**config.mk**
```make
export PLATFORM = sky130hd
export DESIGN_NAME = dmc_top
export DESIGN_NICKNAME = d
export VERILOG_FILES = /design/src/pkg/dmc_pkg.sv /design/src/verilog/dmc_top.sv /design/src/verilog/dmc_sync.sv
export VERILOG_INCLUDE_DIRS = /design/src /design/src/pkg
export SDC_FILE = /design/constraint.sdc
export NUM_CORES = 1
export LEC_CHECK = 0
export BUFFER_PORTS_ARGS = -buffer_cell sky130_fd_sc_hd__buf_4
export CAP_MARGIN = 20
export CORE_ASPECT_RATIO = 0.75
export CORE_UTILIZATION = 56
export DETAILED_ROUTE_END_ITERATION = 10
export GPL_TIMING_DRIVEN = 1
export PLACE_DENSITY = 0.93
export SETUP_SLACK_MARGIN = 0.1
export SLEW_MARGIN = 20
export SYNTH_ARGS = -nofsm -noshare
export SYNTH_HDL_FRONTEND = slang
export SYNTH_SLANG_ARGS = --single-unit
export TNS_END_PERCENT = 50
```
**constraint.sdc**
```tcl
create_clock -name clk_i -period 2.55 [get_ports clk_i]
set_clock_uncertainty 0.2 [all_clocks]
set_input_delay 0.1275 -clock clk_i [delete_from_list [all_inputs] [get_ports clk_i]]
set_output_delay 0.1275 -clock clk_i [all_outputs]
set_load 0.01 [all_outputs]
```
**src/pkg/dmc_map.svh**
```systemverilog
`ifndef DMC_MAP_SVH
`define DMC_MAP_SVH
// register offsets
`define DMC_ADDR_PAGE     12'h008
`define DMC_ADDR_DLL_STAT 12'h0C3
`define DMC_ADDR_MODSW    12'h0FF
`define DMC_ADDR_HOLD     12'h100
`define DMC_ADDR_LINK     12'h110
`define DMC_ADDR_INTERP   12'h111
// field positions
`define DMC_BIT_HALVER    1
`define DMC_BIT_HOLD      0
`define DMC_BIT_UNSUP     7
`define DMC_BIT_COMBINE   6
`define DMC_BIT_DUAL      5
// reset values
`define DMC_RST_PAGE      2'h3
`define DMC_RST_HOLD      1'h1
`define DMC_RST_MODE      6'h20
`define DMC_RST_MAIN      4'h8
`define DMC_RST_CH        4'h4
`define DMC_RST_HALVER    1'h0
`define DMC_RST_COMBINE   1'h0
`define DMC_RST_UNSUP     1'h0
`endif

```
**src/pkg/dmc_pkg.sv**
```systemverilog
package dmc_pkg;
  typedef struct packed {
    logic       digital_logic_hold_bit;
    logic [1:0] mod_path_halver_bypass;
    logic       dual_link;
    logic       sync_output_combine;
    logic [4:0] link_mode_code;
    logic [3:0] main_path_interp_rate;
    logic [3:0] channel_interp_rate;
  } dmc_cfg_t;
  typedef struct packed {
    logic [11:0] addr;
    logic [7:0]  wdata;
    logic        wr;
    logic        rd;
  } dmc_req_t;
endpackage

```
**src/verilog/dmc_top.sv**
```systemverilog
`timescale 1ns/1ps
`default_nettype none
`include "dmc_map.svh"
// Notes on behaviour
// - A one in the halver bypass bit skips the divide-by-2 stage, per selected main converter page.
// - The digital hold bit resets to one, holds the digital logic in reset, and zero releases it.
// - With sync combine set on a dual link, the two link sync outputs act as one.
// - Bit 5 of the link mode field picks single (0) or dual (1) link, reset 0x20.
// - The low five bits of the link mode field pick the link operating mode.
// - The main interpolation field decodes 1,2,4,6,8,12 and resets to 8.
// - The channel interpolation field decodes 1,2,3,4,6,8 and resets to 4.
// - Link register bit 7 is read-only status, reset zero, untouched by writes.
// - The loop lock status reads one once the delay-locked loop has locked.
module dmc_top #(
  parameter int          PAGES       = 2,
  parameter logic [4:0]  MAX_MODE    = 5'h17
) (
  // clock and reset
  input  wire logic                    clk_i,
  input  wire logic                    nrst_i,
  // register port
  input  wire dmc_pkg::dmc_req_t       req_i,
  output var  logic [7:0]              rd_data_o,
  // status pins
  input  wire logic                    dll_lock_i,
  input  wire logic [1:0]              link_sync_req_i,
  // configuration out
  output var  dmc_pkg::dmc_cfg_t       cfg_o,
  output var  logic [1:0]              link_sync_outputs_o,
  output var  logic                    mode_unsupported_o
);
  import dmc_pkg::*;

  ////////////////////////////////////////////////////////////////////////////
  // decode helpers

  function automatic logic main_rate_ok(input logic [3:0] c);
    main_rate_ok = (c == 4'h1) || (c == 4'h2) || (c == 4'h4) ||
                   (c == 4'h6) || (c == 4'h8) || (c == 4'hC);
  endfunction

  function automatic logic ch_rate_ok(input logic [3:0] c);
    ch_rate_ok = (c == 4'h1) || (c == 4'h2) || (c == 4'h3) ||
                 (c == 4'h4) || (c == 4'h6) || (c == 4'h8);
  endfunction

  function automatic logic hit(input logic [11:0] a, input logic [11:0] ref_a);
    hit = (a == ref_a);
  endfunction

  ////////////////////////////////////////////////////////////////////////////
  // state

  logic [PAGES-1:0] page_r;
  logic [PAGES-1:0] halver_r;
  logic             hold_r;
  logic             combine_r;
  logic [5:0]       mode_r;
  logic [3:0]       main_r;
  logic [3:0]       ch_r;
  logic             unsup_r;
  logic             unsup_nxt;
  logic             lock_q;
  logic [1:0]       sync_q;
  logic [7:0]       rd_nxt;
  logic             halver_rd;
  logic             wr_page;
  logic             wr_modsw;
  logic             wr_hold;
  logic             wr_link;
  logic             wr_interp;

  localparam logic [5:0] RST_MODE = `DMC_RST_MODE;

  assign wr_page   = req_i.wr && hit(req_i.addr, `DMC_ADDR_PAGE);
  assign wr_modsw  = req_i.wr && hit(req_i.addr, `DMC_ADDR_MODSW);
  assign wr_hold   = req_i.wr && hit(req_i.addr, `DMC_ADDR_HOLD);
  assign wr_link   = req_i.wr && hit(req_i.addr, `DMC_ADDR_LINK);
  assign wr_interp = req_i.wr && hit(req_i.addr, `DMC_ADDR_INTERP);

  ////////////////////////////////////////////////////////////////////////////
  // pin synchronisers

  dmc_sync #(
    .W (1)
  ) u_lock_sync (
    .clk_i  (clk_i),
    .nrst_i (nrst_i),
    .d_i    (dll_lock_i),
    .q_o    (lock_q)
  );

  // requests are active low, so reset to the idle level
  dmc_sync #(
    .W       (2),
    .RST_VAL (2'h3)
  ) u_link_sync (
    .clk_i  (clk_i),
    .nrst_i (nrst_i),
    .d_i    (link_sync_req_i),
    .q_o    (sync_q)
  );

  ////////////////////////////////////////////////////////////////////////////
  // page select

  always_ff @(posedge clk_i or negedge nrst_i) begin
    if (!nrst_i) begin
      page_r <= PAGES'(`DMC_RST_PAGE);
    end else if (wr_page) begin
      page_r <= req_i.wdata[PAGES-1:0];
    end
  end

  ////////////////////////////////////////////////////////////////////////////
  // halver bypass, one bit per page

  genvar p;
  generate
    for (p = 0; p < PAGES; p++) begin : g_page
      always_ff @(posedge clk_i or negedge nrst_i) begin
        if (!nrst_i) begin
          halver_r[p] <= `DMC_RST_HALVER;
        end else if (wr_modsw && page_r[p]) begin
          halver_r[p] <= req_i.wdata[`DMC_BIT_HALVER];
        end
      end
    end
  endgenerate

  // lowest selected page answers reads
  always_comb begin
    halver_rd = 1'b0;
    for (int i = PAGES - 1; i >= 0; i--) begin
      if (page_r[i]) begin
        halver_rd = halver_r[i];
      end
    end
  end

  ////////////////////////////////////////////////////////////////////////////
  // digital hold

  always_ff @(posedge clk_i or negedge nrst_i) begin
    if (!nrst_i) begin
      hold_r <= `DMC_RST_HOLD;
    end else if (wr_hold) begin
      hold_r <= req_i.wdata[`DMC_BIT_HOLD];
    end
  end

  ////////////////////////////////////////////////////////////////////////////
  // link mode

  always_ff @(posedge clk_i or negedge nrst_i) begin
    if (!nrst_i) begin
      combine_r <= `DMC_RST_COMBINE;
      mode_r    <= `DMC_RST_MODE;
    end else if (wr_link) begin
      combine_r <= req_i.wdata[`DMC_BIT_COMBINE];
      mode_r    <= req_i.wdata[5:0];
    end
  end

  ////////////////////////////////////////////////////////////////////////////
  // interpolation rates

  always_ff @(posedge clk_i or negedge nrst_i) begin
    if (!nrst_i) begin
      main_r <= `DMC_RST_MAIN;
      ch_r   <= `DMC_RST_CH;
    end else if (wr_interp) begin
      main_r <= req_i.wdata[7:4];
      ch_r   <= req_i.wdata[3:0];
    end
  end

  ////////////////////////////////////////////////////////////////////////////
  // unsupported combination status, never written by software

  always_comb begin
    unsup_nxt = !main_rate_ok(main_r) || !ch_rate_ok(ch_r) ||
                (mode_r[4:0] > MAX_MODE);
  end

  always_ff @(posedge clk_i or negedge nrst_i) begin
    if (!nrst_i) begin
      unsup_r <= `DMC_RST_UNSUP;
    end else begin
      unsup_r <= unsup_nxt;
    end
  end

  assign mode_unsupported_o = unsup_r;

  ////////////////////////////////////////////////////////////////////////////
  // link sync outputs

  always_ff @(posedge clk_i or negedge nrst_i) begin
    if (!nrst_i) begin
      link_sync_outputs_o <= 2'h3;
    end else if (combine_r && mode_r[`DMC_BIT_DUAL]) begin
      link_sync_outputs_o <= {2{&sync_q}};
    end else begin
      link_sync_outputs_o <= sync_q;
    end
  end

  ////////////////////////////////////////////////////////////////////////////
  // configuration outputs

  always_ff @(posedge clk_i or negedge nrst_i) begin
    if (!nrst_i) begin
      cfg_o <= '{digital_logic_hold_bit: `DMC_RST_HOLD,
                 mod_path_halver_bypass: 2'h0,
                 dual_link:              RST_MODE[`DMC_BIT_DUAL],
                 sync_output_combine:    1'b0,
                 link_mode_code:         RST_MODE[4:0],
                 main_path_interp_rate:  `DMC_RST_MAIN,
                 channel_interp_rate:    `DMC_RST_CH};
    end else begin
      cfg_o.digital_logic_hold_bit <= hold_r;
      cfg_o.mod_path_halver_bypass <= 2'(halver_r);
      cfg_o.dual_link              <= mode_r[`DMC_BIT_DUAL];
      cfg_o.sync_output_combine    <= combine_r && mode_r[`DMC_BIT_DUAL];
      cfg_o.link_mode_code         <= mode_r[4:0];
      cfg_o.main_path_interp_rate  <= main_r;
      cfg_o.channel_interp_rate    <= ch_r;
    end
  end

  ////////////////////////////////////////////////////////////////////////////
  // read port

  always_comb begin
    rd_nxt = 8'h00;
    unique case (req_i.addr)
      `DMC_ADDR_PAGE:     rd_nxt = 8'(page_r);
      `DMC_ADDR_DLL_STAT: rd_nxt = {7'h00, lock_q};
      `DMC_ADDR_MODSW:    rd_nxt = {6'h00, halver_rd, 1'b0};
      `DMC_ADDR_HOLD:     rd_nxt = {7'h00, hold_r};
      `DMC_ADDR_LINK:     rd_nxt = {unsup_r, combine_r, mode_r};
      `DMC_ADDR_INTERP:   rd_nxt = {main_r, ch_r};
      default:            rd_nxt = 8'h00;
    endcase
  end

  always_ff @(posedge clk_i or negedge nrst_i) begin
    if (!nrst_i) begin
      rd_data_o <= 8'h00;
    end else if (req_i.rd) begin
      rd_data_o <= rd_nxt;
    end else begin
      rd_data_o <= 8'h00;
    end
  end
endmodule
`default_nettype wire

```
**src/verilog/dmc_sync.sv**
```systemverilog
`timescale 1ns/1ps
`default_nettype none
module dmc_sync #(
  parameter int           W       = 1,
  parameter logic [W-1:0] RST_VAL = '0
) (
  input  wire logic         clk_i,
  input  wire logic         nrst_i,
  input  wire logic [W-1:0] d_i,
  output var  logic [W-1:0] q_o
);
  logic [W-1:0] s1_r;
  logic [W-1:0] s2_r;
  logic [W-1:0] s3_r;

  always_ff @(posedge clk_i or negedge nrst_i) begin
    if (!nrst_i) begin
      s1_r <= RST_VAL;
      s2_r <= RST_VAL;
      s3_r <= RST_VAL;
    end else begin
      s1_r <= d_i;
      s2_r <= s1_r;
      s3_r <= s2_r;
    end
  end

  // change counts once stages two and three agree
  genvar g;
  generate
    for (g = 0; g < W; g++) begin : g_bit
      always_ff @(posedge clk_i or negedge nrst_i) begin
        if (!nrst_i) begin
          q_o[g] <= RST_VAL[g];
        end else if (s2_r[g] == s3_r[g]) begin
          q_o[g] <= s3_r[g];
        end
      end
    end
  endgenerate
endmodule
`default_nettype wire

```
# Word-level counts from Yosys, hierarchy flattened
# Index checks and enable logic that the tools add are counted.
# Widths: inputs -> output; s select.
[op_classes] n_lt_le_gt_ge=1 n_reduce_logical=23 muxes=5 n_eq_ne=21
[ops] operator="$pmux 8 s6" count=1
[ops] operator="$eq 12x9->1 const B" count=3
[ops] operator="$eq 12x8->1 const B" count=2
[ops] operator="$eq 4x3->1 const B" count=4
[ops] operator="$eq 12x4->1 const B" count=1
[ops] operator="$eq 4x2->1 const B" count=3
[ops] operator="$eq 4x4->1 const B" count=3
[ops] operator="$logic_or 1x1->1" count=12
[ops] operator="$eq 4x1->1 const B" count=2
[ops] operator="$logic_and 1x1->1" count=8
[ops] operator="$mux 8" count=1
[ops] operator="$gt 5x5->1 const B" count=1
[ops] operator="$eq 1x1->1" count=3
[ops] operator="$logic_not 1->1" count=2
[ops] operator="$mux 1" count=2
[ops] operator="$mux 2" count=1
[ops] operator="$reduce_and 2->1" count=1
[word_totals] inputBits=27 regBits=61 word_cells=77 output_inout_bits=29

# Longest topological paths before layout
[depth] depth_word=9 ltp_mapped=5 depth_no_buf=4

# Modules after synthesis
# From an unflattened synthesis, not the netlist that was laid out.
[hier_totals] cells_unflattened=152 hier_area_um2=2278.4
[modules_own_cells] module="dmc_top" cells_per_inst=137 area_each_um2=1934.4 seq_area_each_um2=1241.2 n_inst=1
[modules_own_cells] module="dmc_sync (u_link_sync)" cells_per_inst=10 area_each_um2=232.7 seq_area_each_um2=210.2 n_inst=1
[modules_own_cells] module="dmc_sync (u_lock_sync)" cells_per_inst=5 area_each_um2=111.4 seq_area_each_um2=100.1 n_inst=1

# Least setup slack after synthesis
# OpenSTA, ideal clock, no wires.
[synth_path] kind="input -> register" from="input req_i[11] in the netlist's numbering" to="register combine_r" setup_time_ns=0.125 arrival_ns=1.559 cell_stages=5 path_buffers=1 slack_ns=0.666 t_required_ns=2.225 path_cell_list="or4b_4 nor3_4 and3b_1 buf_4 mux2_2"
[synth_between] elab_chain_len=2
[synth_rtl] item="start, declared" line_no="dmc_top.sv:22" text="input wire dmc_pkg::dmc_req_t req_i,"
[synth_rtl] item="$eq 12x9->1" line_no="dmc_top.sv:48" text="hit = (a == ref_a);"
[synth_rtl] item="$logic_and 1x1->1" line_no="dmc_top.sv:78" text="assign wr_link = req_i.wr && hit(req_i.addr, `DMC_ADDR_LINK);"
[synth_rtl] item="end signal, assigned" line_no="dmc_top.sv:157" text="combine_r <= `DMC_RST_COMBINE;"
[synth_rtl] item="end signal, assigned" line_no="dmc_top.sv:160" text="combine_r <= req_i.wdata[`DMC_BIT_COMBINE];"
[synth_rtl] item="end, declared" line_no="dmc_top.sv:57" text="logic combine_r;"
# No other way between the ends.
# A chain may end at the register's enable or synchronous reset.

# Worst setup path after layout
[layout_path] from="input req_i[11] in the netlist's numbering" to="register mode_r[3]"
[layout_between] elab_chain_len=2
[layout_rtl] item="$eq 12x9->1" line_no="dmc_top.sv:48"
[layout_rtl] item="$logic_and 1x1->1" line_no="dmc_top.sv:78"
[layout_rtl] item="end signal, assigned" line_no="dmc_top.sv:158" text="mode_r <= `DMC_RST_MODE;"
[layout_rtl] item="end signal, assigned" line_no="dmc_top.sv:161" text="mode_r <= req_i.wdata[5:0];"
[layout_rtl] item="end, declared" line_no="dmc_top.sv:58" text="logic [5:0] mode_r;"
# No other way between the ends.

==> results.json <==
{
  "status": "completed",
  "drt-initial-drc-count": 71,
  "fin_setup_tns_ns": 0,
  "vias": 1502,
  "avgViaCountPerCell": 5.35,
  "regArea_um2": 1550,
  "multi_input_area_um2": 677,
  "power.density_nw_per_um2": 604,
  "postRouteAntennaNets": 0,
  "area_growth_syn_to_layout_pct": 34.2,
  "crit_fanout": 7,
  "timing.rr.end": "rd_data_o[1]",
  "hold_class": "in2reg",
  "maxSlewViolCount": 0,
  "cp-end-kind": "flip-flop",
  "dp_cells": 251,
  "cts-htree-levels": 3,
  "yosysWarnings": 0,
  "clk_path_buf_depth": 2,
  "drive_above_1_share_pct": 50.7,
  "endpoint": "mode_r[3]",
  "rsz0062_at_grt": "false",
  "die-height_um": 56.9,
  "crit_required_ns": 2.57,
  "avgSynthCellArea_um2": 15.4,
  "cts_root_buf": "clkbuf_8",
  "ioPinCount": 56,
  "dieArea_um2": 4280,
  "nets": 251,
  "start_util_pct": 59.9,
  "rr_worst_depth": 3,
  "cts_buffers": 9,
  "finalWorstSetupSlack_ns": 0.612,
  "use_met3_pct": 10.8,
  "synth_top_area_share_pct": 45.6,
  "cts_tree": "yes",
  "timing.fmax_mhz": 516,
  "critical_path_arrival_ns": 1.95,
  "io_buffers": 55,
  "synth_largest_area_cell": "dfrtp_1",
  "insertion_delay_ns": 0.34,
  "synth_area_um2": 2250,
  "nFillCells": 207,
  "r2r_slack_ns": 1.14,
  "cap_violations": 0,
  "p_total_w": 0.00182,
  "synthCells": 146,
  "pre_cts_ws_ns": 0.318,
  "fin_crit_sh_pct": 76.0,
  "ys_ff_latch": 61,
  "clk_pin_slew_ns": 0.06,
  "hpwl_mm": 3.04,
  "slew_headroom_pct": 51.8,
  "ys_seq_area_share_pct": 69.0,
  "grt_use_total_pct": 25.4,
  "reg2reg_from": "page_r[0]",
  "syn_nets": 173,
  "overflow": 0,
  "finalHoldViolCount": 0,
  "critical_path.startpoint": "req_i[11]",
  "startpoint_type": "input port",
  "setup_violations": 0,
  "cts_sinks": 61,
  "netlist_top_cells_area": "dfrtp_1, dfstp_2, mux2_2, mux2i_1, nor2_1",
  "vdd_drop_max_uv": 455,
  "power_leakage_nw": 1.44,
  "die_w_um": 75.2,
  "wl_mm": 4.77,
  "grt_util_met2_pct": 41.3,
  "n_antenna_cell": 0,
  "grt_max_degree": 62,
  "use_met1_pct": 29.0,
  "grt_pass1_vias": 1565,
  "row_count": 19,
  "drcViolationCount": 0,
  "hold_depth": 3,
  "worstSetupPathType": "in2reg",
  "antenna_found_initial": 0,
  "grt_pass1_wl_mm": 7.44,
  "core-area_um2": 3760,
  "final_cell_count_no_fill": 281,
  "firstDrtPassIters": 4,
  "wl_per_cell_um": 17.0,
  "min_period_ns": 1.94,
  "grt_busiest_layer": "met2",
  "tightest_slew_ns": 0.716,
  "place_congestion": 0.922,
  "ys_types": 32
}
routing by layer:
layer / part of all wire, % / vias to the layer above
li1: - / 683
met1: 41 / 744
met2: 50 / 58
met3: 6.4 / 17
met4: 2.7 / 0
met5: 0 / -
timing repair:
| action | CTS | global route |
|---|---|---|
| hold buffers | 14 | 0 |
| setup buffers | 0 | 0 |
| hold endpoints to repair | 66 | 0 |
| setup endpoints to repair | 0 | 0 |
| gates resized for setup | 0 | 0 |
metrics by stage:
| step | util, % | cell area [um2] | hold slack (ns) |
|---|---|---|---|
| floorplan | - | 2250 | -0.368 |
| global placement | 72.3 | 2710 | 0.00963 |
| detailed placement | 72.3 | 2710 | 0.0248 |
| CTS | 80.3 | 3020 | 0.0311 |
| global route | 80.3 | 3020 | 0.0469 |
| finish | 80.3 | 3020 | 0.0492 |
synthesized netlist by cell type (all sizes together):
cell type and n:
nor2 11, a21oi 2, dfstp 20, or3 1
or4 3, a22oi 1, nor4 3, dfrtp 41
o21ai 1, o41ai 1, nor3 2, nand2 7
inv 2, maj3 3, nand3 4, mux2 22
a211oi 1, and3b 1, a222oi 1, or3b 1
nand4 2, o32ai 2, o21a 2, buf 2
mux2i 8, or4b 2
power by group:
group          internal, W  switching (W)
Combinational    0.0000585      0.0000525
Sequential        0.000996      0.0000103
Clock             0.000377       0.000327
layout make-up:
type                            instances  share of cell area [%]
Sequential cell                        61                    51.4
Multi-Input combinational cell         81                    22.4
Timing Repair Buffer                   69                    18.3
Clock buffer                           14                    5.06
Tap cell                               52                    2.16
Clock inverter                          2                   0.332
Inverter                                2                   0.249
worst min path at each step:
stage,to,from
after global routing,rd_data_o[4],req_i[10]
after detailed placement,cfg_o[12],nrst_i
after floorplan,cfg_o[0],nrst_i
after CTS,rd_data_o[4],req_i[10]
final,rd_data_o[4],req_i[10]
after global placement,cfg_o[4],nrst_i
kinds of logic (layout without fill, tap and decap cells):
group                    count (synthesis)  in the layout  synth area share [%]
adder cells (fa/ha/maj)                  3              3                  1.34
AO/OA/AOI/OAI                           11             11                  3.62
flip-flops                              61             61                  69.0
AND/OR/NAND/NOR                         37             37                  10.6
multiplexers                            30             30                  14.6
buffers and inverters                    4             87                 0.890
placed cells by master, fill, tap and decap left out, drive strengths merged, types with 3 or more instances in the layout:
cell type    Yosys  final
dfrtp           41     41
dlygate4sd3      0     14
clkbuf           0     14
dfstp           20     20
mux2i            8      8
nor2            11     11
nor4             3      3
buf              2     55
or4              3      3
nand3            4      4
mux2            22     22
nand2            7      7
maj3             3      3
state kept, by name, indices dropped and copies added, names as in the netlist, 2 cells and up:
name                 flops
link_sync_outputs_o      2
cfg_o                   18
rd_data_o                8
page_r                   2
mode_r                   6
halver_r                 2
main_r                   4
ch_r                     4
u_link_sync.s2_r         2
u_link_sync.q_o          2
u_link_sync.s3_r         2
u_link_sync.s1_r         2
worst max-delay path, stage by stage:
cell     delay, ns
buf_4         0.12
or4b_4        0.57
nor3_4        0.29
and3b_1       0.45
mux2_2        0.39
Power figures use the tool's default switching activity.
